==> src/logic/tfr_pkg.sv <==
// constants and types shared by the translation fault exit recorder
package tfr_pkg;

  // ****************************************
  // register map (byte addresses)
  // ****************************************
  localparam logic [7:0] DETAIL_LO_OFS = 8'h00;
  localparam logic [7:0] DETAIL_HI_OFS = 8'h04;
  localparam logic [7:0] LINEAR_LO_OFS = 8'h08;
  localparam logic [7:0] LINEAR_HI_OFS = 8'h0c;
  localparam logic [7:0] PHYS_LO_OFS   = 8'h10;
  localparam logic [7:0] PHYS_HI_OFS   = 8'h14;
  localparam logic [7:0] STATUS_OFS    = 8'h18;
  localparam logic [7:0] CONTROL_OFS   = 8'h1c;

  // ****************************************
  // exit-detail word fields
  // ****************************************
  localparam int DET_READ_BIT      = 0;
  localparam int DET_WRITE_BIT     = 1;
  localparam int DET_FETCH_BIT     = 2;
  localparam int DET_PERM_LSB      = 3;
  localparam int DET_LIN_VALID_BIT = 7;
  localparam int DET_LIN_XLATE_BIT = 8;
  localparam int DET_UNBLOCK_BIT   = 12;
  localparam int DET_VECTOR_MSB    = 7;
  localparam int DET_OFFSET_MSB    = 11;
  localparam int ADDR32_MSB        = 31;

  // ****************************************
  // status and control fields, reset values
  // ****************************************
  localparam int STAT_NEW_BIT      = 0;
  localparam int STAT_KIND_LSB     = 4;
  localparam int CTL_ENABLE_BIT    = 0;
  localparam int CTL_RMW_READ_BIT  = 1;
  localparam logic [31:0] DATA_RESET    = 32'h0000_0000;
  localparam logic [1:0]  CONTROL_RESET = 2'h3;
  localparam logic [31:0] UNMAPPED_READ = 32'h0000_0000;

  // ****************************************
  // exit kinds
  // ****************************************
  typedef enum logic [2:0] {
    EXIT_TRANSLATION_VIOLATION,
    EXIT_TRANSLATION_MISCONFIG,
    EXIT_END_OF_INTERRUPT,
    EXIT_VIC_WRITE,
    EXIT_LOAD_MSW,
    EXIT_STRING_IO,
    EXIT_OTHER
  } tfr_exit_kind_type;

endpackage : tfr_pkg

==> src/logic/tfr_exit_recorder.sv <==
// exit-detail, linear-address and physical-address capture with wishbone register access
//
// Notes on behaviour
// - bit 0 set when the violating access was a data read
// - bit 1 set when the violating access was a data write
// - bit 2 set when the violating access was an instruction fetch
// - bits 5:3 are AND of read, write, execute bits of all walk entries; the code combines only entries flagged in walkUsed
// - any non-present walk entry forces bits 5:3 to zero; the code ignores entries not flagged in walkUsed
// - bit 7 marks linear address valid, except page_dir_pointer_entry loads
// - with bit 7 set, bit 8 says access was a linear translation
// - bit 8 zero when bit 7 zero; bits 6, 11:9, 63:13 always zero
// - with accessed/dirty tracking, paging-structure access sets bits 0 and 1
// - read-modify-write sets bit 1; bit 0 per configurable policy
// - bit 12 undefined when nonmaskable exiting without virtual control, or vectoring valid
// - otherwise bit 12 set for interrupt_return access with relevant blocking active
// - end_of_interrupt exits: bits 7:0 hold dismissed vector, rest zero
// - controller write exits: bits 11:0 hold page offset, rest zero
// - load_machine_status_word exit: linear field is operand address, upper cleared outside 64-bit
// - string port exits: segment base plus index; input extra, output data or override
// - violations with bit 7: linear field from faulting access, upper cleared outside 64-bit
// - violation or misconfiguration: physical field holds offending guest-physical address
// - detail may be undefined for branch or precise_sampling_record store accesses
//
// The register addresses and the Wishbone interface to the registers were chosen for this implementation.
`timescale 1ns/1ps

module tfr_exit_recorder #(
  parameter int LEVELS = 4
) (
  // clock and reset
  input  wire logic                       core_clk,
  input  wire logic                       reset_n,
  // exit event and kind
  input  wire logic                       exitValid,
  input  wire tfr_pkg::tfr_exit_kind_type exitKind,
  input  wire logic                       longMode,
  // violating access description
  input  wire logic                       dataRead,
  input  wire logic                       dataWrite,
  input  wire logic                       instrFetch,
  input  wire logic                       readModifyWrite,
  input  wire logic                       pagingStructAccess,
  input  wire logic                       accessDirtyEnable,
  input  wire logic                       linearTranslation,
  input  wire logic                       pageDirPointerEntryLoad,
  input  wire logic                       debugStoreRecord,
  // translation walk entries
  input  wire logic [LEVELS-1:0][2:0]     walkPerm,
  input  wire logic [LEVELS-1:0]          walkPresent,
  input  wire logic [LEVELS-1:0]          walkUsed,
  // nonmaskable unblocking context
  input  wire logic                       nonmaskableExitCtl,
  input  wire logic                       virtualNonmaskableCtl,
  input  wire logic                       vectoringValid,
  input  wire logic                       interruptReturnAccess,
  input  wire logic                       nonmaskableBlocked,
  input  wire logic                       virtualNonmaskableBlocked,
  // virtualization exit data
  input  wire logic [7:0]                 dismissedVector,
  input  wire logic [11:0]                writePageOffset,
  // address sources
  input  wire logic [63:0]                faultLinearAddr,
  input  wire logic [63:0]                guestPhysAddr,
  input  wire logic [63:0]                statusWordOperandAddr,
  input  wire logic                       portIsInput,
  input  wire logic                       segmentUsable,
  input  wire logic                       segmentOverride,
  input  wire logic [63:0]                extraSegmentBase,
  input  wire logic [63:0]                dataSegmentBase,
  input  wire logic [63:0]                overrideSegmentBase,
  input  wire logic [63:0]                destIndexReg,
  input  wire logic [63:0]                srcIndexReg,
  // wishbone slave
  input  wire logic                       wb_cyc_i,
  input  wire logic                       wb_stb_i,
  input  wire logic                       wb_we_i,
  input  wire logic [7:0]                 wb_adr_i,
  input  wire logic [3:0]                 wb_sel_i,
  input  wire logic [31:0]                wb_dat_i,
  output logic [31:0]                     wb_dat_o,
  output logic                            wb_ack_o,
  // capture indication
  output logic                            exitCaptured
);

  // ****************************************
  // elaboration checks
  // ****************************************
  // the walk combines at most eight levels; a zero-level walk has nothing to combine
  generate
    if (LEVELS < 1 || LEVELS > 8) begin : g_bad_levels
      $error("LEVELS must lie between 1 and 8");
    end
  endgenerate

  // ****************************************
  // helpers
  // ****************************************
  function automatic logic [63:0] modeAddr(input logic [63:0] addr, input logic wide);
    modeAddr = wide ? addr : {32'h0000_0000, addr[tfr_pkg::ADDR32_MSB:0]};
  endfunction : modeAddr

  function automatic logic [31:0] laneMerge(input logic [31:0] old, input logic [31:0] nu,
                                            input logic [3:0] sel);
    logic [31:0] res;
    res = old;
    for (int b = 0; b < 4; b++) begin
      if (sel[b]) begin
        res[b*8 +: 8] = nu[b*8 +: 8];
      end
    end
    laneMerge = res;
  endfunction : laneMerge

  // the two low address bits pick a byte lane only, so registers match on the word address
  function automatic logic regHit(input logic [7:0] adr, input logic [7:0] ofs);
    regHit = (adr[7:2] == ofs[7:2]);
  endfunction : regHit

  // ****************************************
  // registers
  // ****************************************
  logic [63:0]                detail_r;
  logic [63:0]                detail_nxt;
  logic [63:0]                linear_r;
  logic [63:0]                linear_nxt;
  logic [63:0]                phys_r;
  logic [63:0]                phys_nxt;
  logic                       newExit_r;
  tfr_pkg::tfr_exit_kind_type kind_r;
  logic [1:0]                 control_r;
  logic                       captureEnable;
  logic                       rmwSetsRead;
  logic                       capture;

  assign captureEnable = control_r[tfr_pkg::CTL_ENABLE_BIT];
  assign rmwSetsRead   = control_r[tfr_pkg::CTL_RMW_READ_BIT];
  assign capture       = exitValid && captureEnable;

  // ****************************************
  // walk permission accumulation
  // ****************************************
  // unused levels pass all ones so a short walk is not penalised
  logic [LEVELS:0][2:0] permChain;
  logic [LEVELS:0]      presentChain;

  assign permChain[0]    = 3'h7;
  assign presentChain[0] = 1'b1;

  genvar lv;
  generate
    for (lv = 0; lv < LEVELS; lv++) begin : g_walk
      assign permChain[lv+1]    = permChain[lv] & (walkUsed[lv] ? walkPerm[lv] : 3'h7);
      assign presentChain[lv+1] = presentChain[lv] & (walkPresent[lv] | ~walkUsed[lv]);
    end
  endgenerate

  // ****************************************
  // violation detail word
  // ****************************************
  logic [63:0] violationDetail;
  logic        treatAsWrite;
  logic        linValid;
  logic        unblockDefined;
  logic        unblockActive;

  // paging-structure accesses under tracking behave as writes
  assign treatAsWrite   = accessDirtyEnable && pagingStructAccess;
  assign linValid       = !pageDirPointerEntryLoad;
  // where bit 12 is undefined it is reported as zero for determinism
  assign unblockDefined = !((nonmaskableExitCtl && !virtualNonmaskableCtl) || vectoringValid);
  assign unblockActive  = virtualNonmaskableCtl ? virtualNonmaskableBlocked : nonmaskableBlocked;

  always_comb begin
    violationDetail = 64'h0000_0000_0000_0000;
    violationDetail[tfr_pkg::DET_READ_BIT] = dataRead || treatAsWrite
                                           || (readModifyWrite && rmwSetsRead);
    violationDetail[tfr_pkg::DET_WRITE_BIT] = dataWrite || treatAsWrite
                                            || readModifyWrite;
    violationDetail[tfr_pkg::DET_FETCH_BIT] = instrFetch;
    violationDetail[tfr_pkg::DET_PERM_LSB +: 3] = presentChain[LEVELS] ? permChain[LEVELS] : 3'h0;
    violationDetail[tfr_pkg::DET_LIN_VALID_BIT] = linValid;
    violationDetail[tfr_pkg::DET_LIN_XLATE_BIT] = linValid && linearTranslation;
    violationDetail[tfr_pkg::DET_UNBLOCK_BIT] = unblockDefined && interruptReturnAccess
                                              && unblockActive;
    if (debugStoreRecord) begin
      // undefined case: report a clean zero word
      violationDetail = 64'h0000_0000_0000_0000;
    end
  end

  // ****************************************
  // string port linear address
  // ****************************************
  logic [63:0] stringBase;
  logic [63:0] stringIndex;
  logic [63:0] stringAddr;

  always_comb begin
    if (portIsInput) begin
      stringBase  = extraSegmentBase;
      stringIndex = destIndexReg;
    end else begin
      stringBase  = segmentOverride ? overrideSegmentBase : dataSegmentBase;
      stringIndex = srcIndexReg;
    end
    stringAddr = stringBase + stringIndex;
  end

  // ****************************************
  // next capture values per exit kind
  // ****************************************
  // undefined fields are written as zero rather than left stale
  always_comb begin
    detail_nxt = 64'h0000_0000_0000_0000;
    linear_nxt = 64'h0000_0000_0000_0000;
    phys_nxt   = 64'h0000_0000_0000_0000;
    unique case (exitKind)
      tfr_pkg::EXIT_TRANSLATION_VIOLATION: begin
        detail_nxt = violationDetail;
        if (linValid) begin
          linear_nxt = modeAddr(faultLinearAddr, longMode);
        end
        phys_nxt = guestPhysAddr;
      end
      tfr_pkg::EXIT_TRANSLATION_MISCONFIG: begin
        phys_nxt = guestPhysAddr;
      end
      tfr_pkg::EXIT_END_OF_INTERRUPT: begin
        detail_nxt[tfr_pkg::DET_VECTOR_MSB:0] = dismissedVector;
      end
      tfr_pkg::EXIT_VIC_WRITE: begin
        detail_nxt[tfr_pkg::DET_OFFSET_MSB:0] = writePageOffset;
      end
      tfr_pkg::EXIT_LOAD_MSW: begin
        linear_nxt = modeAddr(statusWordOperandAddr, longMode);
      end
      tfr_pkg::EXIT_STRING_IO: begin
        if (segmentUsable) begin
          linear_nxt = modeAddr(stringAddr, longMode);
        end
      end
      default: begin
        detail_nxt = 64'h0000_0000_0000_0000;
      end
    endcase
  end

  // ****************************************
  // capture registers
  // ****************************************
  // all three fields load on the same edge so software never sees a mix
  // with capture disabled the last record stays for software to read
  always_ff @(posedge core_clk or negedge reset_n) begin
    if (!reset_n) begin
      detail_r <= 64'h0000_0000_0000_0000;
      linear_r <= 64'h0000_0000_0000_0000;
      phys_r   <= 64'h0000_0000_0000_0000;
      kind_r   <= tfr_pkg::EXIT_OTHER;
    end else if (capture) begin
      detail_r <= detail_nxt;
      linear_r <= linear_nxt;
      phys_r   <= phys_nxt;
      kind_r   <= exitKind;
    end
  end

  always_ff @(posedge core_clk or negedge reset_n) begin
    if (!reset_n) begin
      exitCaptured <= 1'b0;
    end else begin
      exitCaptured <= capture;
    end
  end

  // ****************************************
  // wishbone slave
  // ****************************************
  logic        busReq;
  logic        busWrite;
  logic [31:0] readData;

  // ack comes one cycle after the request and drops the cycle after
  assign busReq   = wb_cyc_i && wb_stb_i && !wb_ack_o;
  assign busWrite = busReq && wb_we_i;

  always_comb begin
    unique case ({wb_adr_i[7:2], 2'b00})
      tfr_pkg::DETAIL_LO_OFS: readData = detail_r[31:0];
      tfr_pkg::DETAIL_HI_OFS: readData = detail_r[63:32];
      tfr_pkg::LINEAR_LO_OFS: readData = linear_r[31:0];
      tfr_pkg::LINEAR_HI_OFS: readData = linear_r[63:32];
      tfr_pkg::PHYS_LO_OFS:   readData = phys_r[31:0];
      tfr_pkg::PHYS_HI_OFS:   readData = phys_r[63:32];
      tfr_pkg::STATUS_OFS:    readData = {25'h0, kind_r, 3'h0, newExit_r};
      tfr_pkg::CONTROL_OFS:   readData = {30'h0, control_r};
      default:                readData = tfr_pkg::UNMAPPED_READ;
    endcase
  end

  always_ff @(posedge core_clk or negedge reset_n) begin
    if (!reset_n) begin
      wb_ack_o <= 1'b0;
      wb_dat_o <= tfr_pkg::DATA_RESET;
    end else begin
      wb_ack_o <= busReq;
      if (busReq && !wb_we_i) begin
        wb_dat_o <= readData;
      end
    end
  end

  // ****************************************
  // control and status registers
  // ****************************************
  logic        controlWrite;
  logic        statusClear;
  logic [31:0] controlMerged;

  assign controlWrite  = busWrite && regHit(wb_adr_i, tfr_pkg::CONTROL_OFS);
  assign statusClear   = busWrite && regHit(wb_adr_i, tfr_pkg::STATUS_OFS)
                         && wb_sel_i[0] && wb_dat_i[tfr_pkg::STAT_NEW_BIT];
  // merged on the full word so each lane keeps its own byte enable
  assign controlMerged = laneMerge({30'h0, control_r}, wb_dat_i, wb_sel_i);

  // control: byte lane 0 holds both bits
  always_ff @(posedge core_clk or negedge reset_n) begin
    if (!reset_n) begin
      control_r <= tfr_pkg::CONTROL_RESET;
    end else if (controlWrite) begin
      control_r <= controlMerged[1:0];
    end
  end

  // new-exit flag: write one to clear, a capture in the same cycle wins
  // so software that clears late never loses an exit it has not yet seen
  always_ff @(posedge core_clk or negedge reset_n) begin
    if (!reset_n) begin
      newExit_r <= 1'b0;
    end else if (capture) begin
      newExit_r <= 1'b1;
    end else if (statusClear) begin
      newExit_r <= 1'b0;
    end
  end

endmodule : tfr_exit_recorder

==> config.mk <==
export PLATFORM = sky130hd
export DESIGN_NAME = tfr_exit_recorder
export DESIGN_NICKNAME = d
export VERILOG_FILES = /design/src/logic/tfr_pkg.sv /design/src/logic/tfr_exit_recorder.sv
export SDC_FILE = /design/constraint.sdc
export NUM_CORES = 1
export LEC_CHECK = 0
export ABC_AREA = 1
export CAP_MARGIN = 15
export CORE_AREA = 8 8 247 249
export DETAILED_ROUTE_END_ITERATION = 8
export DIE_AREA = 0 0 255 257
export DONT_BUFFER_PORTS = 1
export PLACE_DENSITY_LB_ADDON = 0.3
export SLEW_MARGIN = 5
export SYNTH_ARGS = -nofsm -noshare
export SYNTH_HDL_FRONTEND = slang
export SYNTH_SLANG_ARGS = --single-unit
==> constraint.sdc <==
create_clock -name core_clk -period 4.5 [get_ports core_clk]
set_clock_uncertainty 0.05 [all_clocks]
set_input_delay 0.675 -clock core_clk [delete_from_list [all_inputs] [get_ports core_clk]]
set_output_delay 0.675 -clock core_clk [all_outputs]
set_load 0.05 [all_outputs]
==> results of run 1 <==
-- worst min path at each step --
stage / endpoint / slack (ns)
final: wb_dat_o[21] / -0.11
after global routing: wb_dat_o[21] / -0.14
after CTS: wb_dat_o[21] / -0.14
after detailed placement: wb_dat_o[21] / 0.34
after global placement: wb_dat_o[21] / 0.34
after floorplan: detail_r[0] / 0.33
-- stage by stage --
stage	cells	total power, mW
floorplan	2865	3.111
global placement	3549	3.579
detailed placement	3549	3.594
CTS	3581	5.084
global route	3584	5.384
finish	3584	5.034
-- cells by family (layout without fill, tap and decap cells) --
logic type	Yosys count	count (layout)	synth area share
adders and majority gates	64	64	0.04813
AOI/OAI and AO/OA	508	508	0.1758
buffers and inverters	530	481	0.1217
DFF	181	181	0.2700
other	0	3	0
and+or+nand+nor	1575	1575	0.3805
xor gates and xnor gates	5	5	0.002608
muxes	2	2	0.001267
-- power breakdown --
part,total [mW],internal [mW],switching (mW)
Combinational,1.67,0.527,1.14
Sequential,1.89,1.79,0.102
Clock,1.47,0.788,0.685
Total,5.03,3.10,1.93
-- worst max-delay path, stage by stage --
cell,delay (ns)
inv_4,0.28
buf_4,0.32
nor2_1,0.07
a21oi_1,0.16
ha_1,0.31
nand2_1,0.17
inv_2,0.05
nand2_1,0.08
inv_1,0.08
nand2_1,0.09
nand3_2,0.14
nand2_1,0.09
nand2_1,0.17
xnor2_1,0.21
nor2_1,0.11
o21ai_0,0.44
nand2_1,0.09
-- placed cells by master, fill, tap and decap left out, types with 5 or more instances in the layout --
cell and count:
nor3_2 8, o22ai_1 15, a22oi_1 52, nor2_1 174
nor3_1 8, nand4_1 9, a32o_1 24, inv_6 5
a31oi_1 9, ha_1 63, dfrtp_1 177, nand2_1 1154
a21oi_1 217, a221oi_1 10, clkbuf_16 17, nand2_2 16
a21o_1 12, o21ai_0 145, nor2_2 20, buf_4 28
inv_2 16, nand3_1 162, nand3b_1 5, a22o_1 5
inv_1 398
-- metal layers --
metal,vias to the layer above,wire length [um],global-route usage
li1,8952,-,-
met1,8122,32250,0.2819
met2,707,38790,0.4085
met3,78,5431,0.03700
met4,8,2183,0.06368
met5,-,62,0
-- layout make-up --
cell class	instances	area share
multi-input cells	2154	0.5647
flip-flops and latches	181	0.2502
inverters	419	0.08698
well taps	765	0.05281
clock buffers	20	0.02464
repair buffers	30	0.01381
clock inverters	12	0.006489
diodes	3	0.0004142
-- registers in the layout, indices dropped and copies added (netlist names) --
name	cells
control_r	2
kind_r	3
phys_r	64
newExit_r	1
linear_r	64
detail_r	13
wb_dat_o	32
exitCaptured	1
wb_ack_o	1
==> flow_metrics.py, run 1 <==
metrics = {
    "synth": {
        "synth_common_cells": "nand2_1, inv_1, a21oi_1",
        "synthArstFlopShare": 1.000,
        "ys_ff_latch": 181,
        "netlist.area_leader.share": 0.2638,
        "yosys_warnings": 0,
        "synth_area_um2": 16790,
        "synthesis.nets": 3553,
        "ys_types": 51,
        "synth_largest_area_cell": "dfrtp_1",
        "synthFlopType": "dfrtp_1",
        "ys_seq_area_frac": 0.2700,
        "synth_edf_count": 0,
        "yosysMostFrequentCell": "nand2_1",
        "syn_avg_cell_area_um2": 5.861,
        "synthCells": 2865,
        "synth_area_leaders": "dfrtp_1, nand2_1, inv_1",
    },
    "critical_path": {
        "cp-start-kind": "input pin",
        "r2r_end": "detail_r[12]",
        "cp_max_fo": 127,
        "rr_worst_depth": 5,
        "r2r-start": "control_r[0]",
        "worstPathArrival_ns": 3.62,
        "reg2reg_slack_ns": 2.36,
        "critPathKind": "in2reg",
        "crit_start": "portIsInput",
        "crit_required_ns": 4.76,
        "crit_end": "linear_r[28]",
        "endpoint_kind": "register",
    },
    "clock_network": {
        "cts_tree": "done",
        "clkTransAtPathRegs_ns": 0.08,
        "clk_latency_ns": 0.44,
        "cts-root-buf": "clkbuf_16",
        "clockBufferDepth": 2,
        "cts_buffers": 17,
        "post_cts_buffers": 0,
        "htreeDepth": 4,
        "clkSinkCount": 181,
        "cts_resized": 0,
    },
    "min_path": {
        "hp-class": "in2async",
    },
    "cells_and_area": {
        "final_util": 0.3178,
        "drive_above_1_share": 0.05043,
        "area_growth_pct": 7.935,
        "num-nets-final": 3491,
        "multi_input_area_um2": 10230,
        "fillCellCount": 6673,
        "finalInstanceArea_um2": 18120,
        "ff_latch_area_um2": 4534,
    },
    "run_status": {
        "status": "finished, violations left",
        "violations": "negative hold slack",
    },
    "pwr": {
        "power_density_nw_per_um2": 277.7,
        "max-vdd-ir-drop_v": 0.0002606,
        "p_leak_nw": 9.961,
    },
    "global_routing": {
        "grtUsageTotal": 0.2295,
        "grt_pass1_vias": 18129,
        "grt.overflow.total": 0,
        "grt_pass1_wl_um": 113500,
        "grt_max_degree": 182,
        "antenna_found_initial": 7,
    },
    "timing": {
        "setup_viol": 0,
        "rsz0062_at_grt": "no",
        "hold_slack_ns": -0.1127,
        "timing.final.ws_setup_ns": 1.143,
        "period_minus_slack_ns": 3.357,
        "worst_slew_pin_slew_ns": 1.155,
        "final.setup.tns_ns": 0,
        "period_share": 0.7459,
        "slew_headroom": 0.2283,
        "clock.fmax_ghz": 0.2979,
        "drv_slew": 0,
        "hold_viol": 177,
    },
    "die": {
        "die_w_um": 255,
        "die_y_um": 257,
        "rows": 88,
        "start_util": 0.2944,
        "dieArea_um2": 65540,
        "io_pins": 658,
        "core_um2": 57030,
    },
    "place": {
        "placedInstanceArea_um2": 17550,
        "gp_congestion": 0.9363,
        "dp_slack_ns": 0.7291,
        "io_buffers": 0,
        "dp_hpwl_um": 65440,
    },
    "detailed_routing": {
        "vias_per_cell": 4.985,
        "drc": 0,
        "ant_nets": 0,
        "finalWirelength_um": 78720,
        "wire_per_inst_um": 21.96,
        "vias": 17867,
        "dr.pass1.iters": 8,
        "drtIter0Drc": 1353,
    },
    "job": {
        "max_cap_violations": 0,
    },
}
Note: power is estimated with default switching activity, not from simulation.
==> run 2: changes to the inputs <==
==> constraint.sdc (replaced) <==
create_clock -name core_clk -period 3.22 [get_ports core_clk]
set_clock_uncertainty 0.05 [all_clocks]
set_input_delay 0.483 -clock core_clk [delete_from_list [all_inputs] [get_ports core_clk]]
set_output_delay 0.483 -clock core_clk [all_outputs]
set_load 0.05 [all_outputs]
==> run 2 against run 1 <==
  * The flow still finishes with violations (negative hold slack)
  * Critical path depth is 1 higher
  * Clock power is 51% higher
  * Count of clock-buffer cells in the layout is 1 lower
  * Design area is 5.1% higher
  * First-iteration DRC count is 2.5% lower
  * Core utilization is 1.6 points higher
  * Global-route usage is 0.17 points higher
  * Largest power group unchanged
==> flow_metrics.py, run 2 (same netlist as run 1, synthesis figures left out) <==
metrics = {
    "critical_path": {
        "r2r-start": "wb_ack_o",
        "cp-start-kind": "input pin",
        "cp.depth": 18,
        "critPathMaxStageDelay_ns": 0.27,
        "cp_max_fo": 127,
        "reg2reg_slack_ns": 1.04,
        "critPathKind": "in2reg",
        "timing.critical_path.buf_inv": 5,
        "slowest_stage": "ha_1",
        "r2r_end": "wb_dat_o[4]",
        "crit_chain": "inv_4 > buf_4 > buf_4 > nor2_1 > a21oi_1 > ha_1 > nand2_1 > buf_4 > nor2_1 > inv_1 > nor2_1 > a21oi_1 > nand2_2 > a21oi_1 > o21ai_0 > nand3_1 > nand2_1 > nand2_1",
        "worstPathArrival_ns": 3.16,
        "cp_top_family": "simple AND/OR/NAND/NOR gates",
        "rr_worst_depth": 6,
        "endpoint_kind": "register",
        "crit_required_ns": 3.50,
    },
    "detailed_routing": {
        "wire_per_inst_um": 21.50,
        "finalWirelength_um": 79440,
        "drtIter0Drc": 1319,
        "dr.pass1.iters": 6,
        "drc": 0,
        "vias": 18497,
        "ant_nets": 0,
        "vias_per_cell": 5.006,
    },
    "die": {
        "die_w_um": 255,
        "die_y_um": 257,
        "start_util": 0.2944,
        "core_um2": 57030,
        "dieArea_um2": 65540,
        "io_pins": 658,
        "rows": 88,
    },
    "cells_and_area": {
        "drive_above_1_share": 0.08709,
        "fillCellCount": 6599,
        "final_common_cell": "nand2_1",
        "stdcell_count": 3695,
        "area_growth_pct": 13.47,
        "final_cell_mix": "nand2_1, inv_1, a21oi_1",
        "final_util": 0.3341,
        "num-nets-final": 3603,
        "reg_top3": "linear_r (64), phys_r (64), wb_dat_o (32)",
    },
    "clock_network": {
        "clkSinkCount": 181,
        "cts_tree": "done",
        "cts_resized": 0,
        "clk_latency_ns": 0.44,
        "clkTransAtPathRegs_ns": 0.08,
        "clockBufferDepth": 2,
        "cts-root-buf": "clkbuf_16",
        "htreeDepth": 4,
        "cts_buffers": 17,
        "post_cts_buffers": 0,
    },
    "pwr": {
        "p_sw_mw": 2.807,
        "clkPwrFrac": 0.299,
        "power_density_nw_per_um2": 390.0,
        "power_frac_seq": 0.356,
        "max-vdd-ir-drop_v": 0.0003377,
        "combinationalPowerShare": 0.346,
        "power_mw": 7.432,
        "p_leak_nw": 10.52,
        "internal_power_mw": 4.625,
        "p_sw_frac": 0.3777,
    },
    "timing": {
        "setup_viol": 0,
        "drv_slew": 0,
        "hold_slack_ns": -0.3092,
        "worst_slew_pin_slew_ns": 0.9781,
        "period_minus_slack_ns": 2.877,
        "period_share": 0.8935,
        "hold_viol": 181,
        "rsz0062_at_grt": "no",
        "clock.fmax_ghz": 0.3476,
        "slew_headroom": 0.3470,
    },
    "global_routing": {
        "grt_pass1_vias": 18540,
        "antenna_found_initial": 3,
        "grtUsageTotal": 0.2313,
        "grt.overflow.total": 0,
        "grt_max_degree": 182,
        "grt_pass1_wl_um": 114800,
    },
    "place": {
        "gp_congestion": 0.9342,
        "dp.cells": 3661,
        "dp_hpwl_um": 66750,
        "io_buffers": 0,
    },
    "run_status": {
        "status": "finished, violations left",
        "violations": "negative hold slack",
    },
    "min_path": {
        "hp-class": "in2async",
    },
    "job": {
        "max_cap_violations": 0,
    },
}
## run 2: layer usage
| metal | part of all wire | global-route usage | routed length [um] |
|---|---|---|---|
| met4 | 0.027 | 0.06668 | 2176 |
| met2 | 0.49 | 0.4071 | 39160 |
| met3 | 0.062 | 0.03367 | 4887 |
| met5 | 0.00015 | 0 | 12 |
| met1 | 0.42 | 0.2889 | 33210 |
## run 2: how the worst max path moves through the flow
| stage | from | to | slack [ns] |
|---|---|---|---|
| detailed placement | portIsInput | linear_r[62] | -0.06 |
| finish | portIsInput | linear_r[30] | 0.34 |
| floorplan | portIsInput | linear_r[48] | 0.11 |
| global route | portIsInput | linear_r[55] | 0.09 |
| CTS | portIsInput | linear_r[30] | 0.40 |
| global placement | portIsInput | linear_r[62] | -0.05 |
## run 2: cell type report
| cell class | instances | area (um^2) | share of cell area |
|---|---|---|---|
| Multi-Input combinational cell | 2154 | 10230 | 0.5371 |
| Timing Repair Buffer | 142 | 1141 | 0.05989 |
| Inverter | 419 | 1577 | 0.08274 |
| Clock inverter | 13 | 162.7 | 0.008536 |
| Tap cell | 765 | 957.2 | 0.05023 |
| Antenna cell | 2 | 5.005 | 0.0002627 |
| Clock buffer | 19 | 442.9 | 0.02325 |
| Sequential cell | 181 | 4534 | 0.2380 |
## run 2: per-stage QoR
| step | cell area (um^2) | worst slack, ns | hold slack [ns] | setup TNS (ns) |
|---|---|---|---|---|
| 6_report | 19050 | 0.3430 | -0.3092 | 0 |
| 5_1_grt | 19050 | 0.09154 | -0.3381 | 0 |
| 4_1_cts | 19050 | 0.4003 | -0.3344 | 0 |
| 3_5_place_dp | 18440 | -0.06397 | 0.1448 | -0.3659 |
| 3_3_place_gp | 18440 | -0.04665 | 0.1453 | -0.1811 |
| 2_1_floorplan | 16790 | 0.1122 | 0.1374 | 0 |
## run 2: power by group through the flow
stage          Clock, mW  Combinational (mW)  Sequential, mW
6_report            2.22                2.57            2.64
2_1_floorplan          0                1.70            2.65
5_1_grt             2.35                2.92            2.67
3_5_place_dp           0                2.57            2.69
4_1_cts             2.28                2.58            2.64
3_3_place_gp           0                2.55            2.68
==> run 3: changes to the inputs <==
--- a/config.mk
+++ b/config.mk
@@ -7,10 +7,11 @@
 export LEC_CHECK = 0
 export ABC_AREA = 1
 export CAP_MARGIN = 15
-export CORE_AREA = 8 8 247 249
+export CORE_AREA = 8 8 253 255
 export DETAILED_ROUTE_END_ITERATION = 8
-export DIE_AREA = 0 0 255 257
+export DIE_AREA = 0 0 261 263
 export DONT_BUFFER_PORTS = 1
+export GPL_ROUTABILITY_DRIVEN = 0
 export PLACE_DENSITY_LB_ADDON = 0.3
 export SLEW_MARGIN = 5
 export SYNTH_ARGS = -nofsm -noshare
==> run 3 against run 2 <==
  * The flow still finishes with violations (negative hold slack)
  * Power down 1.2%
  * Global-route usage down 0.69 points
  * Final cell count increased by 1.1%
==> flow_metrics.py, run 3 (same netlist as run 1, synthesis figures left out) <==
metrics = {
    "critical_path": {
        "worstPathArrival_ns": 3.28,
        "crit_required_ns": 3.50,
        "endpoint_kind": "register",
        "cp_max_fo": 127,
        "critPathKind": "in2reg",
        "cp-start-kind": "input pin",
        "rr_worst_depth": 6,
    },
    "clock_network": {
        "cts_buffers": 17,
        "cts_tree": "done",
        "clkTransAtPathRegs_ns": 0.07,
        "cts-root-buf": "clkbuf_16",
        "cts_resized": 0,
        "clk_latency_ns": 0.44,
        "clkSinkCount": 181,
        "clockBufferDepth": 2,
        "htreeDepth": 4,
    },
    "cells_and_area": {
        "reg_top3": "linear_r (64), phys_r (64), wb_dat_o (32)",
        "fillCellCount": 6856,
        "area_growth_pct": 14.48,
        "final_cell_mix": "nand2_1, inv_1, a21oi_1",
        "ff_latch_area_um2": 4534,
        "multi_input_area_um2": 10230,
        "finalInstanceArea_um2": 19220,
        "drive_above_1_share": 0.09291,
        "final_common_cell": "nand2_1",
        "num-nets-final": 3624,
    },
    "timing": {
        "clock.fmax_ghz": 0.3340,
        "final.setup.tns_ns": 0,
        "setup_viol": 0,
        "hold_viol": 181,
        "hold_slack_ns": -0.3112,
        "drv_slew": 0,
        "rsz0062_at_grt": "no",
        "worst_slew_pin_slew_ns": 1.007,
        "period_minus_slack_ns": 2.994,
        "slew_headroom": 0.3274,
        "period_share": 0.9297,
    },
    "min_path": {
        "hp-class": "in2async",
    },
    "pwr": {
        "clkPwrFrac": 0.282,
        "p_sw_frac": 0.3712,
        "power_frac_seq": 0.359,
        "p_sw_mw": 2.726,
        "internal_power_mw": 4.617,
        "power_density_nw_per_um2": 381.9,
        "max-vdd-ir-drop_v": 0.0003919,
        "p_leak_nw": 10.62,
        "combinationalPowerShare": 0.358,
    },
    "detailed_routing": {
        "finalWirelength_um": 80510,
        "dr.pass1.iters": 7,
        "drtIter0Drc": 1478,
        "drc": 0,
        "vias_per_cell": 4.979,
        "wire_per_inst_um": 21.54,
        "vias": 18606,
        "ant_nets": 0,
    },
    "place": {
        "placedInstanceArea_um2": 18640,
        "io_buffers": 0,
        "dp_hpwl_um": 67580,
    },
    "job": {
        "max_cap_violations": 0,
    },
    "global_routing": {
        "antenna_found_initial": 7,
        "grt_pass1_vias": 18660,
        "grt_pass1_wl_um": 116300,
        "grtUsageTotal": 0.2244,
        "grt.overflow.total": 0,
        "grt_max_degree": 182,
    },
    "die": {
        "dieArea_um2": 68640,
        "start_util": 0.2803,
        "die_y_um": 263,
        "die_w_um": 261,
        "core_um2": 59910,
        "rows": 90,
        "io_pins": 658,
    },
    "run_status": {
        "status": "finished, violations left",
        "violations": "negative hold slack",
    },
}
-- run 3: final timing paths --
kind	from	endpoint	slack, ns
worst max-delay path	portIsInput	linear_r[62]	0.23
worst min-delay path	reset_n	phys_r[42]	-0.31
worst max register to register	wb_ack_o	wb_dat_o[4]	1.05
worst min register to register	kind_r[2]	kind_r[2]	0.43
max in group asynchronous	reset_n	linear_r[24]	3.01
min in group core_clk	wb_stb_i	wb_ack_o	0.13
-- run 3: what timing repair did --
action | in CTS | in global routing
buffers inserted | 0 | 0
endpoints found under the setup margin | 0 | 0
hold endpoints to repair | 181 | 181
-- run 3: final cells by class --
| cell class | count | share of cell area |
|---|---|---|
| sequential | 181 | 0.2359 |
| clock buffer | 23 | 0.02486 |
| multi-input combinational | 2154 | 0.5324 |
| clock inverter | 9 | 0.004947 |
| antenna | 6 | 0.0007810 |
| tap | 782 | 0.05090 |
| inverter | 419 | 0.08201 |
| timing repair buffer | 163 | 0.06821 |
-- run 3: through the flow --
step,setup slack [ns],hold slack [ns],std cells,util,total power [mW]
5_1_grt,0.03006,-0.3393,3736,0.3208,7.868
6_report,0.2263,-0.3112,3737,0.3209,7.342
3_5_place_dp,-0.1466,0.1434,3699,0.3111,5.311
3_3_place_gp,-0.1223,0.1439,3699,0.3111,5.287
2_1_floorplan,0.1122,0.1374,2865,-,4.348
4_1_cts,0.3436,-0.3496,3731,0.3206,7.433
-- run 3: worst max-delay path: stages --
cell,delay (ns)
inv_4,0.13
buf_12,0.25
buf_12,0.26
nor2_1,0.06
a21oi_1,0.15
buf_4,0.16
ha_1,0.29
nand2_1,0.10
nand2_1,0.07
nand2_1,0.06
nand2_1,0.08
a21oi_1,0.24
nand2_1,0.13
a21oi_1,0.19
nand3_1,0.10
nand3_1,0.09
nand2_1,0.13
nand2_1,0.12
nand2_1,0.06
-- run 3: routing by layer --
metal  up-vias  track usage  wire length [um]  part of all wire
met3        72      0.03387              5022             0.062
met4         4      0.05909              1963             0.024
met2       669       0.4036             39840              0.49
met1      8627       0.2753             33650              0.42
li1       9234            -                 -                 -
met5         -            0                31           0.00039
-- run 3: power groups by stage --
stage	logic, mW	clock network [mW]	registers, mW
final	2.63	2.07	2.64
after global routing	2.98	2.23	2.66
after CTS	2.64	2.15	2.64
after detailed placement	2.63	0	2.68
after floorplan	1.70	0	2.65
after global placement	2.61	0	2.68
